`src/design/cspc_pkg.sv`:
```
package cspc_pkg;
	localparam logic [7:0] ADDR_PTR_LO  = 8'h82;
	localparam logic [7:0] ADDR_PTR_HI  = 8'h83;
	localparam logic [7:0] ADDR_PWR     = 8'h87;
	localparam logic [7:0] ADDR_FLAGS   = 8'hD0;
	localparam logic [7:0] ADDR_PRIMARY = 8'hE0;
	localparam logic [7:0] ADDR_SECOND  = 8'hF0;
	localparam logic [7:0] RESET_BYTE   = 8'h00;
	localparam int BIT_CY   = 7;
	localparam int BIT_AC   = 6;
	localparam int BIT_UF0  = 5;
	localparam int BIT_BSH  = 4;
	localparam int BIT_BSL  = 3;
	localparam int BIT_OV   = 2;
	localparam int BIT_UF1  = 1;
	localparam int BIT_PAR  = 0;
	localparam int BIT_STOP = 1;
	localparam int BIT_IDLE = 0;
	localparam logic [4:0] BANK_STRIDE = 5'h08;
	localparam logic [15:0] MUL_LIMIT  = 16'h00FF;
	localparam logic [15:0] RESTART_PC = 16'h0000;

	typedef enum logic [2:0] {OP_NONE, OP_ADD, OP_ADDC, OP_SUBB, OP_MUL, OP_DIV} cspc_op_type;
	typedef enum {PM_RUN, PM_IDLE, PM_STOP} cspc_pm_type;

	typedef struct packed {
		logic [7:0] ptr_lo;
		logic [7:0] ptr_hi;
		logic [7:0] flags;
		logic [7:0] primary;
		logic [7:0] second;
	} cspc_regs_type;

	typedef struct packed {
		cspc_regs_type regs;
		cspc_pm_type   pm;
	} cspc_state_type;

	typedef struct packed {
		logic       wr;
		logic       rd;
		logic [7:0] addr;
		logic [7:0] wdata;
		logic       bit_op;
		logic [2:0] bit_pos;
		logic       bit_val;
	} cspc_sfr_req_type;

	typedef struct packed {
		cspc_op_type op;
		logic [7:0]  a;
		logic [7:0]  b;
		logic        cin;
	} cspc_alu_req_type;
endpackage

```
`src/design/cspc_core.sv`:
```
`timescale 1ns/100ps
// Summary of operation
// (RULE1) Two pointer bytes form a 16-bit external pointer, both reset to zero.
// (RULE2) Carry flag set on add carry or subtract borrow, else cleared by arithmetic.
// (RULE3) Half carry set on nibble carry or borrow, else cleared by arithmetic.
// (RULE4) Flag bits 5 and 1 are plain software flags.
// (RULE5) Bank select bits pick register bank base 0x00, 0x08, 0x10 or 0x18.
// (RULE6) Signed overflow of add, add-with-carry or subtract sets overflow flag.
// (RULE7) Multiply product above 255 sets overflow flag.
// (RULE8) Divide by zero sets overflow flag.
// (RULE9) These arithmetic operations clear overflow flag otherwise.
// (RULE10) Parity bit shows odd count of ones in the accumulator, read only.
// (RULE11) Writing idle bit halts the processor after the instruction; state kept.
// (RULE12) Enabled interrupt ends idle, resumes processor and services interrupt.
// (RULE13) Reset ends idle or stop and restarts fetch at address zero.
// (RULE14) Enabled watchdog keeps running in idle and may reset out of it.
// (RULE15) Writing stop bit stops oscillator, processor, peripherals, timers, interrupts.
// (RULE16) Stop ignores interrupts; only reset leaves it.
// (RULE17) Enabled lost clock monitor stays active in stop and forces reset.
// (RULE18) Stop and idle bits act on writing one, read zero; upper bits reserved.
// (RULE19) Software sets the reference tempco enable before oscillator suspend.
// (RULE20) Accumulator and second operand registers, bit addressable, reset to zero.
// (RULE21) Writing both stop and idle together enters stop.
module cspc_core
(
	// Clock and reset
	input  wire logic                      mclk_i,
	input  wire logic                      reset_i,
	// Special register access
	input  wire cspc_pkg::cspc_sfr_req_type sfr_i,
	output logic [7:0]                     sfr_rdata_o,
	output logic                           sfr_hit_o,
	// Arithmetic result reporting
	input  wire cspc_pkg::cspc_alu_req_type alu_i,
	// Power management
	input  wire logic                      irq_pending_i,
	output logic                           cpu_halt_o,
	output logic                           osc_stop_o,
	output logic                           periph_clk_en_o,
	output logic [15:0]                    restart_pc_o,
	// Core views
	output logic [15:0]                    ext_pointer16_o,
	output logic [4:0]                     bank_base_o,
	output logic                           carry_o
);
	cspc_pkg::cspc_state_type state;
	cspc_pkg::cspc_state_type next_state;
	logic [8:0]  sum_full;
	logic [4:0]  sum_nib;
	logic [15:0] product;
	logic        odd_ones;
	logic [7:0]  flag_view;
	logic [7:0]  cur;
	logic [7:0]  merged;

	assign odd_ones = ^state.regs.primary; // RULE10

	always_comb
	begin
		flag_view = state.regs.flags;
		flag_view[cspc_pkg::BIT_PAR] = odd_ones; // RULE10
		sum_full = 9'h000;
		sum_nib = 5'h00;
		product = 16'h0000;
		cur = 8'h00;
		merged = 8'h00;
		next_state = state;
		// Software writes, byte or single bit
		case (sfr_i.addr)
			cspc_pkg::ADDR_PTR_LO: cur = state.regs.ptr_lo;
			cspc_pkg::ADDR_PTR_HI: cur = state.regs.ptr_hi;
			cspc_pkg::ADDR_FLAGS: cur = flag_view;
			cspc_pkg::ADDR_PRIMARY: cur = state.regs.primary;
			cspc_pkg::ADDR_SECOND: cur = state.regs.second;
			default: cur = 8'h00;
		endcase
		merged = sfr_i.wdata;
		if (sfr_i.bit_op)
		begin
			merged = cur;
			merged[sfr_i.bit_pos] = sfr_i.bit_val;
		end
		if (sfr_i.wr && state.pm == cspc_pkg::PM_RUN)
		begin
			case (sfr_i.addr)
				cspc_pkg::ADDR_PTR_LO: next_state.regs.ptr_lo = merged; // RULE1
				cspc_pkg::ADDR_PTR_HI: next_state.regs.ptr_hi = merged; // RULE1
				cspc_pkg::ADDR_FLAGS: next_state.regs.flags = merged; // RULE4
				cspc_pkg::ADDR_PRIMARY: next_state.regs.primary = merged; // RULE20
				cspc_pkg::ADDR_SECOND: next_state.regs.second = merged; // RULE20
				cspc_pkg::ADDR_PWR:
				begin
					if (merged[cspc_pkg::BIT_STOP])
						next_state.pm = cspc_pkg::PM_STOP; // RULE15 RULE21
					else if (merged[cspc_pkg::BIT_IDLE])
						next_state.pm = cspc_pkg::PM_IDLE; // RULE11
				end
				default: ;
			endcase
		end
		// Arithmetic flag updates
		if (state.pm == cspc_pkg::PM_RUN)
		begin
			case (alu_i.op)
				cspc_pkg::OP_ADD, cspc_pkg::OP_ADDC:
				begin
					sum_full = {1'b0, alu_i.a} + {1'b0, alu_i.b}
						+ {8'h00, alu_i.op == cspc_pkg::OP_ADDC && alu_i.cin};
					sum_nib = {1'b0, alu_i.a[3:0]} + {1'b0, alu_i.b[3:0]}
						+ {4'h0, alu_i.op == cspc_pkg::OP_ADDC && alu_i.cin};
					next_state.regs.flags[cspc_pkg::BIT_CY] = sum_full[8]; // RULE2
					next_state.regs.flags[cspc_pkg::BIT_AC] = sum_nib[4]; // RULE3
					next_state.regs.flags[cspc_pkg::BIT_OV] = (alu_i.a[7] == alu_i.b[7])
						&& (sum_full[7] != alu_i.a[7]); // RULE6 RULE9
				end
				cspc_pkg::OP_SUBB:
				begin
					sum_full = {1'b0, alu_i.a} - {1'b0, alu_i.b} - {8'h00, alu_i.cin};
					sum_nib = {1'b0, alu_i.a[3:0]} - {1'b0, alu_i.b[3:0]} - {4'h0, alu_i.cin};
					next_state.regs.flags[cspc_pkg::BIT_CY] = sum_full[8]; // RULE2
					next_state.regs.flags[cspc_pkg::BIT_AC] = sum_nib[4]; // RULE3
					next_state.regs.flags[cspc_pkg::BIT_OV] = (alu_i.a[7] != alu_i.b[7])
						&& (sum_full[7] != alu_i.a[7]); // RULE6 RULE9
				end
				cspc_pkg::OP_MUL:
				begin
					product = {8'h00, alu_i.a} * {8'h00, alu_i.b};
					next_state.regs.flags[cspc_pkg::BIT_CY] = 1'b0; // RULE2
					next_state.regs.flags[cspc_pkg::BIT_AC] = 1'b0; // RULE3
					next_state.regs.flags[cspc_pkg::BIT_OV] = product > cspc_pkg::MUL_LIMIT; // RULE7 RULE9
				end
				cspc_pkg::OP_DIV:
				begin
					next_state.regs.flags[cspc_pkg::BIT_CY] = 1'b0; // RULE2
					next_state.regs.flags[cspc_pkg::BIT_AC] = 1'b0; // RULE3
					next_state.regs.flags[cspc_pkg::BIT_OV] = alu_i.b == 8'h00; // RULE8 RULE9
				end
				default: ;
			endcase
		end
		// Interrupt wakes idle only, never stop
		if (state.pm == cspc_pkg::PM_IDLE && irq_pending_i)
			next_state.pm = cspc_pkg::PM_RUN; // RULE12 RULE16
		next_state.regs.flags[cspc_pkg::BIT_PAR] = 1'b0;
	end

	always_ff @(posedge mclk_i or posedge reset_i)
	begin
		if (reset_i)
			state <= '{regs: '{default: cspc_pkg::RESET_BYTE}, pm: cspc_pkg::PM_RUN}; // RULE13 RULE14 RULE17
		else
			state <= next_state;
	end

	always_comb
	begin
		sfr_hit_o = 1'b1;
		case (sfr_i.addr)
			cspc_pkg::ADDR_PTR_LO: sfr_rdata_o = state.regs.ptr_lo;
			cspc_pkg::ADDR_PTR_HI: sfr_rdata_o = state.regs.ptr_hi;
			cspc_pkg::ADDR_PWR: sfr_rdata_o = 8'h00; // RULE18
			cspc_pkg::ADDR_FLAGS: sfr_rdata_o = flag_view;
			cspc_pkg::ADDR_PRIMARY: sfr_rdata_o = state.regs.primary;
			cspc_pkg::ADDR_SECOND: sfr_rdata_o = state.regs.second;
			default:
			begin
				sfr_rdata_o = 8'h00;
				sfr_hit_o = 1'b0;
			end
		endcase
	end

	assign cpu_halt_o = state.pm != cspc_pkg::PM_RUN; // RULE11 RULE15
	assign osc_stop_o = state.pm == cspc_pkg::PM_STOP; // RULE15
	assign periph_clk_en_o = state.pm != cspc_pkg::PM_STOP; // RULE11 RULE15
	assign restart_pc_o = cspc_pkg::RESTART_PC; // RULE13
	assign ext_pointer16_o = {state.regs.ptr_hi, state.regs.ptr_lo}; // RULE1
	assign bank_base_o = 5'({state.regs.flags[cspc_pkg::BIT_BSH], state.regs.flags[cspc_pkg::BIT_BSL]})
		* cspc_pkg::BANK_STRIDE; // RULE5
	assign carry_o = state.regs.flags[cspc_pkg::BIT_CY];

	property p_stop_sticky;
		@(posedge mclk_i) disable iff (reset_i)
		osc_stop_o |=> osc_stop_o;
	endproperty
	a_stop_sticky: assert property (p_stop_sticky) else $error("stop left without reset"); // RULE16

	property p_idle_wake;
		@(posedge mclk_i) disable iff (reset_i)
		(state.pm == cspc_pkg::PM_IDLE && irq_pending_i) |=> !cpu_halt_o;
	endproperty
	a_idle_wake: assert property (p_idle_wake) else $error("idle not ended by interrupt"); // RULE12

	property p_stop_prio;
		@(posedge mclk_i) disable iff (reset_i)
		(!cpu_halt_o && sfr_i.wr && !sfr_i.bit_op && sfr_i.addr == cspc_pkg::ADDR_PWR
			&& sfr_i.wdata[cspc_pkg::BIT_STOP]) |=> osc_stop_o;
	endproperty
	a_stop_prio: assert property (p_stop_prio) else $error("stop write ignored"); // RULE15 RULE21

	property p_idle_enter;
		@(posedge mclk_i) disable iff (reset_i)
		(!cpu_halt_o && sfr_i.wr && !sfr_i.bit_op && sfr_i.addr == cspc_pkg::ADDR_PWR
			&& sfr_i.wdata[1:0] == 2'b01) |=> (cpu_halt_o && !osc_stop_o);
	endproperty
	a_idle_enter: assert property (p_idle_enter) else $error("idle not entered"); // RULE11

	property p_pwr_reads_zero;
		@(posedge mclk_i) disable iff (reset_i)
		sfr_i.addr == cspc_pkg::ADDR_PWR |-> sfr_rdata_o == 8'h00;
	endproperty
	a_pwr_reads_zero: assert property (p_pwr_reads_zero) else $error("power reg not zero"); // RULE18

	property p_parity;
		@(posedge mclk_i) disable iff (reset_i)
		sfr_i.addr == cspc_pkg::ADDR_FLAGS |-> sfr_rdata_o[0] == ^state.regs.primary;
	endproperty
	a_parity: assert property (p_parity) else $error("parity wrong"); // RULE10

	property p_div_zero;
		@(posedge mclk_i) disable iff (reset_i)
		(!cpu_halt_o && alu_i.op == cspc_pkg::OP_DIV)
			|=> state.regs.flags[cspc_pkg::BIT_OV] == ($past(alu_i.b) == 8'h00);
	endproperty
	a_div_zero: assert property (p_div_zero) else $error("divide overflow wrong"); // RULE8

	property p_mul_ov;
		@(posedge mclk_i) disable iff (reset_i)
		(!cpu_halt_o && alu_i.op == cspc_pkg::OP_MUL)
			|=> state.regs.flags[cspc_pkg::BIT_OV] == ($past(alu_i.a) * $past(alu_i.b) > cspc_pkg::MUL_LIMIT);
	endproperty
	a_mul_ov: assert property (p_mul_ov) else $error("multiply overflow wrong"); // RULE7

	property p_add_carry;
		@(posedge mclk_i) disable iff (reset_i)
		(!cpu_halt_o && alu_i.op == cspc_pkg::OP_ADD) |=> carry_o == ({1'b0, $past(alu_i.a)} + {1'b0, $past(alu_i.b)} > 9'h0FF);
	endproperty
	a_add_carry: assert property (p_add_carry) else $error("add carry wrong"); // RULE2

	property p_ptr_lo_write;
		@(posedge mclk_i) disable iff (reset_i)
		(!cpu_halt_o && sfr_i.wr && !sfr_i.bit_op && sfr_i.addr == cspc_pkg::ADDR_PTR_LO)
			|=> ext_pointer16_o[7:0] == $past(sfr_i.wdata);
	endproperty
	a_ptr_lo_write: assert property (p_ptr_lo_write) else $error("pointer low write lost"); // RULE1

	property p_ptr_hi_write;
		@(posedge mclk_i) disable iff (reset_i)
		(!cpu_halt_o && sfr_i.wr && !sfr_i.bit_op && sfr_i.addr == cspc_pkg::ADDR_PTR_HI)
			|=> ext_pointer16_o[15:8] == $past(sfr_i.wdata);
	endproperty
	a_ptr_hi_write: assert property (p_ptr_hi_write) else $error("pointer high write lost"); // RULE1

	property p_reset_clear;
		@(posedge mclk_i)
		$fell(reset_i) |-> (!cpu_halt_o && state.regs.primary == cspc_pkg::RESET_BYTE
			&& ext_pointer16_o == {cspc_pkg::RESET_BYTE, cspc_pkg::RESET_BYTE});
	endproperty
	a_reset_clear: assert property (p_reset_clear) else $error("reset state wrong"); // RULE13

	property p_sub_borrow;
		@(posedge mclk_i) disable iff (reset_i)
		(!cpu_halt_o && alu_i.op == cspc_pkg::OP_SUBB) |=> carry_o == ({1'b0, $past(alu_i.a)}
			< ({1'b0, $past(alu_i.b)} + {8'h00, $past(alu_i.cin)}));
	endproperty
	a_sub_borrow: assert property (p_sub_borrow) else $error("subtract borrow wrong"); // RULE2

	property p_add_nibble;
		@(posedge mclk_i) disable iff (reset_i)
		(!cpu_halt_o && alu_i.op == cspc_pkg::OP_ADD) |=> state.regs.flags[cspc_pkg::BIT_AC]
			== ({1'b0, $past(alu_i.a[3:0])} + {1'b0, $past(alu_i.b[3:0])} > 5'h0F);
	endproperty
	a_add_nibble: assert property (p_add_nibble) else $error("half carry wrong"); // RULE3

	property p_muldiv_clear;
		@(posedge mclk_i) disable iff (reset_i)
		(!cpu_halt_o && (alu_i.op == cspc_pkg::OP_MUL || alu_i.op == cspc_pkg::OP_DIV))
			|=> (!carry_o && !state.regs.flags[cspc_pkg::BIT_AC]);
	endproperty
	a_muldiv_clear: assert property (p_muldiv_clear) else $error("carries not cleared"); // RULE2 RULE3

	property p_user_flags;
		@(posedge mclk_i) disable iff (reset_i)
		(!cpu_halt_o && sfr_i.wr && !sfr_i.bit_op && sfr_i.addr == cspc_pkg::ADDR_FLAGS)
			|=> (state.regs.flags[cspc_pkg::BIT_UF0] == $past(sfr_i.wdata[cspc_pkg::BIT_UF0])
			&& state.regs.flags[cspc_pkg::BIT_UF1] == $past(sfr_i.wdata[cspc_pkg::BIT_UF1]));
	endproperty
	a_user_flags: assert property (p_user_flags) else $error("user flag write lost"); // RULE4

	property p_bank_base;
		@(posedge mclk_i) disable iff (reset_i)
		bank_base_o == {state.regs.flags[cspc_pkg::BIT_BSH], state.regs.flags[cspc_pkg::BIT_BSL], 3'b000};
	endproperty
	a_bank_base: assert property (p_bank_base) else $error("bank base wrong"); // RULE5

	property p_add_ov_clear;
		@(posedge mclk_i) disable iff (reset_i)
		(!cpu_halt_o && alu_i.op == cspc_pkg::OP_ADD && alu_i.a[7] != alu_i.b[7])
			|=> !state.regs.flags[cspc_pkg::BIT_OV];
	endproperty
	a_add_ov_clear: assert property (p_add_ov_clear) else $error("overflow not cleared"); // RULE6 RULE9

	property p_halt_holds;
		@(posedge mclk_i) disable iff (reset_i)
		cpu_halt_o |=> $stable(state.regs);
	endproperty
	a_halt_holds: assert property (p_halt_holds) else $error("registers changed while halted"); // RULE11

	property p_idle_periph;
		@(posedge mclk_i) disable iff (reset_i)
		(cpu_halt_o && !osc_stop_o) |-> periph_clk_en_o;
	endproperty
	a_idle_periph: assert property (p_idle_periph) else $error("peripherals stopped in idle"); // RULE11

	property p_stop_outputs;
		@(posedge mclk_i) disable iff (reset_i)
		osc_stop_o |-> (cpu_halt_o && !periph_clk_en_o);
	endproperty
	a_stop_outputs: assert property (p_stop_outputs) else $error("stop outputs wrong"); // RULE15

	property p_stop_irq;
		@(posedge mclk_i) disable iff (reset_i)
		(osc_stop_o && irq_pending_i) |=> (osc_stop_o && cpu_halt_o);
	endproperty
	a_stop_irq: assert property (p_stop_irq) else $error("interrupt woke stop"); // RULE16

	property p_primary_write;
		@(posedge mclk_i) disable iff (reset_i)
		(!cpu_halt_o && sfr_i.wr && !sfr_i.bit_op && sfr_i.addr == cspc_pkg::ADDR_PRIMARY)
			|=> state.regs.primary == $past(sfr_i.wdata);
	endproperty
	a_primary_write: assert property (p_primary_write) else $error("accumulator write lost"); // RULE20

	property p_second_write;
		@(posedge mclk_i) disable iff (reset_i)
		(!cpu_halt_o && sfr_i.wr && !sfr_i.bit_op && sfr_i.addr == cspc_pkg::ADDR_SECOND)
			|=> state.regs.second == $past(sfr_i.wdata);
	endproperty
	a_second_write: assert property (p_second_write) else $error("second operand write lost"); // RULE20

	property p_bit_write;
		@(posedge mclk_i) disable iff (reset_i)
		(!cpu_halt_o && sfr_i.wr && sfr_i.bit_op && sfr_i.addr == cspc_pkg::ADDR_PRIMARY)
			|=> state.regs.primary[$past(sfr_i.bit_pos)] == $past(sfr_i.bit_val);
	endproperty
	a_bit_write: assert property (p_bit_write) else $error("bit write lost"); // RULE20

	property p_par_not_stored;
		@(posedge mclk_i) disable iff (reset_i)
		state.regs.flags[cspc_pkg::BIT_PAR] == 1'b0;
	endproperty
	a_par_not_stored: assert property (p_par_not_stored) else $error("parity bit stored"); // RULE10

	property p_unmapped_zero;
		@(posedge mclk_i) disable iff (reset_i)
		!sfr_hit_o |-> sfr_rdata_o == cspc_pkg::RESET_BYTE;
	endproperty
	a_unmapped_zero: assert property (p_unmapped_zero) else $error("unmapped read not zero"); // RULE18
endmodule

```
`config.mk`:
```
export PLATFORM = sky130hd
export DESIGN_NAME = cspc_core
export DESIGN_NICKNAME = d
export VERILOG_FILES = /design/src/design/cspc_pkg.sv /design/src/design/cspc_core.sv
export SDC_FILE = /design/constraint.sdc
export NUM_CORES = 1
export LEC_CHECK = 0
export ABC_AREA = 0
export ABC_CLOCK_PERIOD_IN_PS = 4400
export BUFFER_PORTS_ARGS = -buffer_cell sky130_fd_sc_hd__buf_4
export CELL_PAD_IN_SITES_DETAIL_PLACEMENT = 0
export CELL_PAD_IN_SITES_GLOBAL_PLACEMENT = 2
export CORE_ASPECT_RATIO = 0.75
export CORE_MARGIN = 4
export CORE_UTILIZATION = 38
export DETAILED_ROUTE_END_ITERATION = 8
export GPL_TIMING_DRIVEN = 0
export PLACE_DENSITY = 0.87
export SYNTH_ARGS = -nofsm -noshare
export SYNTH_HDL_FRONTEND = slang
export SYNTH_SLANG_ARGS = --single-unit
```
`constraint.sdc`:
```
create_clock -name mclk_i -period 4.4 [get_ports mclk_i]
set_input_delay 0.88 -clock mclk_i [delete_from_list [all_inputs] [get_ports mclk_i]]
set_output_delay 0.88 -clock mclk_i [all_outputs]
set_load 0.03 [all_outputs]
```
==> tab_implementation.tex <==
\begin{tabular}{lr}
\hline
Metric & Value \\
\hline
\multicolumn{2}{l}{\textbf{Status}} \\
Status & complete, but fails checks \\
Failing checks & negative setup slack \\
\multicolumn{2}{l}{\textbf{Critical path}} \\
Endpoint required time on the critical path & 4.55 ns \\
End of the worst register-to-register path & flag\_view[4]\$\_DFFE\_PP0P\_ \\
Maximum net fanout on the critical path & 10 \\
Flop2flop setup slack & 2.12 ns \\
Type of origin of the critical path & input port \\
Category of the most critical setup path & in -> reg \\
Kind of end point of the critical path & flop \\
Capturing instance or port of the critical path & flag\_view[2]\$\_DFF\_PP0\_ \\
Reg-to-Reg Start & state[0]\$\_DFFE\_PP0P\_ \\
CP startpoint & alu\_i[8] \\
Arrival time of data at the critical path endpoint & 4.75 ns \\
R2R depth & 4 \\
\multicolumn{2}{l}{\textbf{STA}} \\
Tmin final & 4.60 ns \\
Setup repair after global routing missed its margin & true \\
Total Neg Setup Slack & -0.199 ns \\
Worst Skew & 0.00606 ns \\
Final critical-path setup slack & -0.199 ns \\
Transition time of the tightest slew-check pin & 1.08 ns \\
Worst-case headroom to the max-slew limit & 27.6\% \\
Total count of hold-check failures in the final report & 0 \\
Peak Freq & 217 MHz \\
Final Max Tran Viols & 0 \\
Worst hold slack & 0.470 ns \\
Final setup violating endpoints & 1 \\
Tcrit/Tclk final & 105\% \\
\multicolumn{2}{l}{\textbf{CTS}} \\
Worst-Skew Late Latency & 0.29 ns \\
Clock tree root driver cell & sky130\_fd\_sc\_hd\_\_clkbuf\_16 \\
Total number of clock tree sinks & 41 \\
CTS tree & built \\
CTS Hold Bufs & 0 \\
CTS clk-pin slew, worst paths & 0.05 ns \\
Longest Clk Path Bufs & 2 \\
H-Tree Level Count & 2 \\
Number of buffers created by CTS & 5 \\
\multicolumn{2}{l}{\textbf{Global routing}} \\
Number of antenna violations at the first check in global routing & 0 \\
First-pass GRT wire length & 24.4 mm \\
Via count of the first global-routing pass & 4715 \\
Gr ovfl total & 0 \\
Largest net degree at the start of global routing & 42 \\
All-Layer GR Usage & 18.0\% \\
\multicolumn{2}{l}{\textbf{Synthesis}} \\
Count of synthesis-stage warnings from yosys & 0 \\
Number of distinct library cells after synthesis & 65 \\
Commonest cells in the netlist & sky130\_fd\_sc\_hd\_\_inv\_1 (85), sky130\_fd\_sc\_hd\_\_ha\_1 (56), sky130\_fd\_sc\_hd\_\_dfrtp\_1 (41) \\
Synth Flop Type & sky130\_fd\_sc\_hd\_\_dfrtp\_1 \\
Most frequent cell after synthesis & sky130\_fd\_sc\_hd\_\_inv\_1 \\
Count of flip-flops with a built-in enable after synthesis & 0 \\
Seq/Total Area, Yosys & 18.9\% \\
Top post-synthesis cells by area & sky130\_fd\_sc\_hd\_\_dfrtp\_1 (19\%), sky130\_fd\_sc\_hd\_\_fa\_1 (14\%), sky130\_fd\_sc\_hd\_\_ha\_1 (13\%) \\
Synthesized instance count & 609 \\
Share of flip-flops with an asynchronous set or reset after synthesis & 100\% \\
FF+latch count, synth & 41 \\
Area of the mapped netlist & 0.00544 mm\^{}2 \\
Top cell type by total area after synthesis & sky130\_fd\_sc\_hd\_\_dfrtp\_1 \\
Top-area cell type share of the netlist area & 18.9\% \\
Mean instance size in the synthesized netlist & 8.94 um\^{}2 \\
\multicolumn{2}{l}{\textbf{Routing}} \\
Post-route antenna net violation count & 0 \\
Number of iterations in the first detailed-routing pass & 5 \\
Final wirelength & 14.6 mm \\
Number of vias per cell & 5.22 \\
Iteration-0 DRC count of the detailed router & 261 \\
Via total after detailed routing & 4626 \\
WL/cell & 16.4 um \\
\# DRC & 0 \\
\multicolumn{2}{l}{\textbf{Floorplanning}} \\
Die Outline Area & 0.0163 mm\^{}2 \\
Height of the die & 112 um \\
Initial standard-cell utilization of the core & 39.2\% \\
Top Ports & 96 \\
DIE WIDTH & 146 um \\
Core Footprint & 0.0139 mm\^{}2 \\
Site Rows & 37 \\
\multicolumn{2}{l}{\textbf{Worst hold path}} \\
Class of the tightest hold or removal check & reg -> reg \\
Cell count of the worst hold path & 2 \\
\multicolumn{2}{l}{\textbf{Final layout}} \\
Area added between synthesis and finish & 23.6\% \\
Post-layout utilization of the core & 48.4\% \\
Diode insertion count for antenna repair & 0 \\
Fraction of final layout cells with drive strength greater than 1 & 30.5\% \\
Filler Cells Inserted & 1351 \\
Total number of nets in the final design & 849 \\
\multicolumn{2}{l}{\textbf{Placed design}} \\
Estimated wirelength of the detail-placed design & 12.0 mm \\
Pre-CTS setup slack & -0.810 ns \\
Total of buffers placed on input and output ports & 73 \\
RePlAce Congestion & 0.836 \\
\multicolumn{2}{l}{\textbf{Power and ir drop}} \\
VDD IR-drop max & 158 uV \\
Power per unit of standard cell area & 311 mW/mm\^{}2 \\
Leakage component of the power & 3.35 nW \\
\multicolumn{2}{l}{\textbf{Job}} \\
Max cap viols & 0 \\
\hline
\end{tabular}
[kinds of logic after synthesis]
kind of cell	synth area share, %
AND/OR/NAND/NOR	19.1
buffers and inverters	12.4
AO/OA/AOI/OAI	13.1
adder cells (fa/ha/maj)	26.5
flip-flops	18.9
multiplexers	8.02
XOR/XNOR	1.93
other	0.0689
[layout by cell type (no fill, tap or decap), types with 9 or more instances in the layout]
| cell | Yosys | routed |
|---|---|---|
| sky130_fd_sc_hd__conb_1 | 1 | 19 |
| sky130_fd_sc_hd__ha_1 | 56 | 48 |
| sky130_fd_sc_hd__inv_1 | 85 | 80 |
| sky130_fd_sc_hd__o211ai_1 | 13 | 13 |
| sky130_fd_sc_hd__buf_4 | 38 | 102 |
| sky130_fd_sc_hd__a21oi_1 | 17 | 15 |
| sky130_fd_sc_hd__and2_1 | 35 | 27 |
| sky130_fd_sc_hd__o21ai_0 | 20 | 18 |
| sky130_fd_sc_hd__xnor2_1 | 10 | 10 |
| sky130_fd_sc_hd__nand3_1 | 24 | 24 |
| sky130_fd_sc_hd__mux2_2 | 37 | 37 |
| sky130_fd_sc_hd__nor2_1 | 30 | 29 |
| sky130_fd_sc_hd__nor3_1 | 15 | 14 |
| sky130_fd_sc_hd__fa_1 | 37 | 35 |
| sky130_fd_sc_hd__dfrtp_1 | 41 | 41 |
| sky130_fd_sc_hd__nand2_1 | 37 | 35 |
| sky130_fd_sc_hd__buf_6 | 2 | 9 |
[worst min-delay path by stage]
stage | from | to
6_report | state[34]$_DFFE_PP0P_ | state[34]$_DFFE_PP0P_
5_1_grt | state[35]$_DFFE_PP0P_ | state[35]$_DFFE_PP0P_
3_5_place_dp | state[34]$_DFFE_PP0P_ | state[34]$_DFFE_PP0P_
3_3_place_gp | state[34]$_DFFE_PP0P_ | state[34]$_DFFE_PP0P_
2_1_floorplan | state[34]$_DFFE_PP0P_ | state[34]$_DFFE_PP0P_
4_1_cts | state[34]$_DFFE_PP0P_ | state[34]$_DFFE_PP0P_
[critical path, cell delays in order]
cell and delay, ns:
sky130_fd_sc_hd__buf_8 0.12, sky130_fd_sc_hd__and2_4 0.16, sky130_fd_sc_hd__fa_1 0.57, sky130_fd_sc_hd__fa_2 0.44, sky130_fd_sc_hd__fa_1 0.51, sky130_fd_sc_hd__inv_1 0.05, sky130_fd_sc_hd__fa_1 0.49, sky130_fd_sc_hd__inv_2 0.05
sky130_fd_sc_hd__ha_4 0.29, sky130_fd_sc_hd__o21ai_4 0.07, sky130_fd_sc_hd__a221oi_4 0.33, sky130_fd_sc_hd__o2111a_1 0.24, sky130_fd_sc_hd__nor3_2 0.06, sky130_fd_sc_hd__o41ai_2 0.38, sky130_fd_sc_hd__a31oi_1 0.12
[flip-flops by register name (all words and copies together), names as in the netlist]
name	count
ext_pointer16_o	16
flag_view	6
carry_o	1
state	18
[cell type report]
type,instances,area [um^2],area share [%]
Multi-Input combinational cell,449,4000,59.5
Sequential cell,41,1030,15.3
Timing Repair Buffer,77,654,9.73
Buffer,51,353,5.25
Inverter,85,319,4.74
Tap cell,175,219,3.26
Clock buffer,6,139,2.06
Clock inverter,2,13.8,0.205
[metrics by stage]
step	cells	total power, mW	cell area (um^2)
after global placement	875	1.54	6340
after global routing	886	2.28	6730
final	886	2.09	6730
after CTS	883	1.96	6560
after floorplan	627	1.28	5570
after detailed placement	875	1.54	6340
[power breakdown]
part           internal (mW)  switching [mW]  total [mW]
Clock                  0.226           0.150       0.376
Combinational          0.592           0.717        1.31
Sequential             0.393          0.0132       0.406
[routing by layer]
metal,track usage (%),routed length (um),up-vias
met4,1.38,35,0
met1,28.5,7680,2282
met5,0,0,-
li1,-,-,2236
met3,2.48,600,5
met2,27.3,6250,103
[repair_timing]
| action | in CTS | in global routing |
|---|---|---|
| setup buffers | 1 | 3 |
| setup endpoints to repair | 1 | 1 |
| resized for setup | 22 | 32 |
| hold endpoints to repair | 0 | 0 |
| pin swaps | 13 | 23 |
Note: power is estimated with default switching activity, not from simulation.
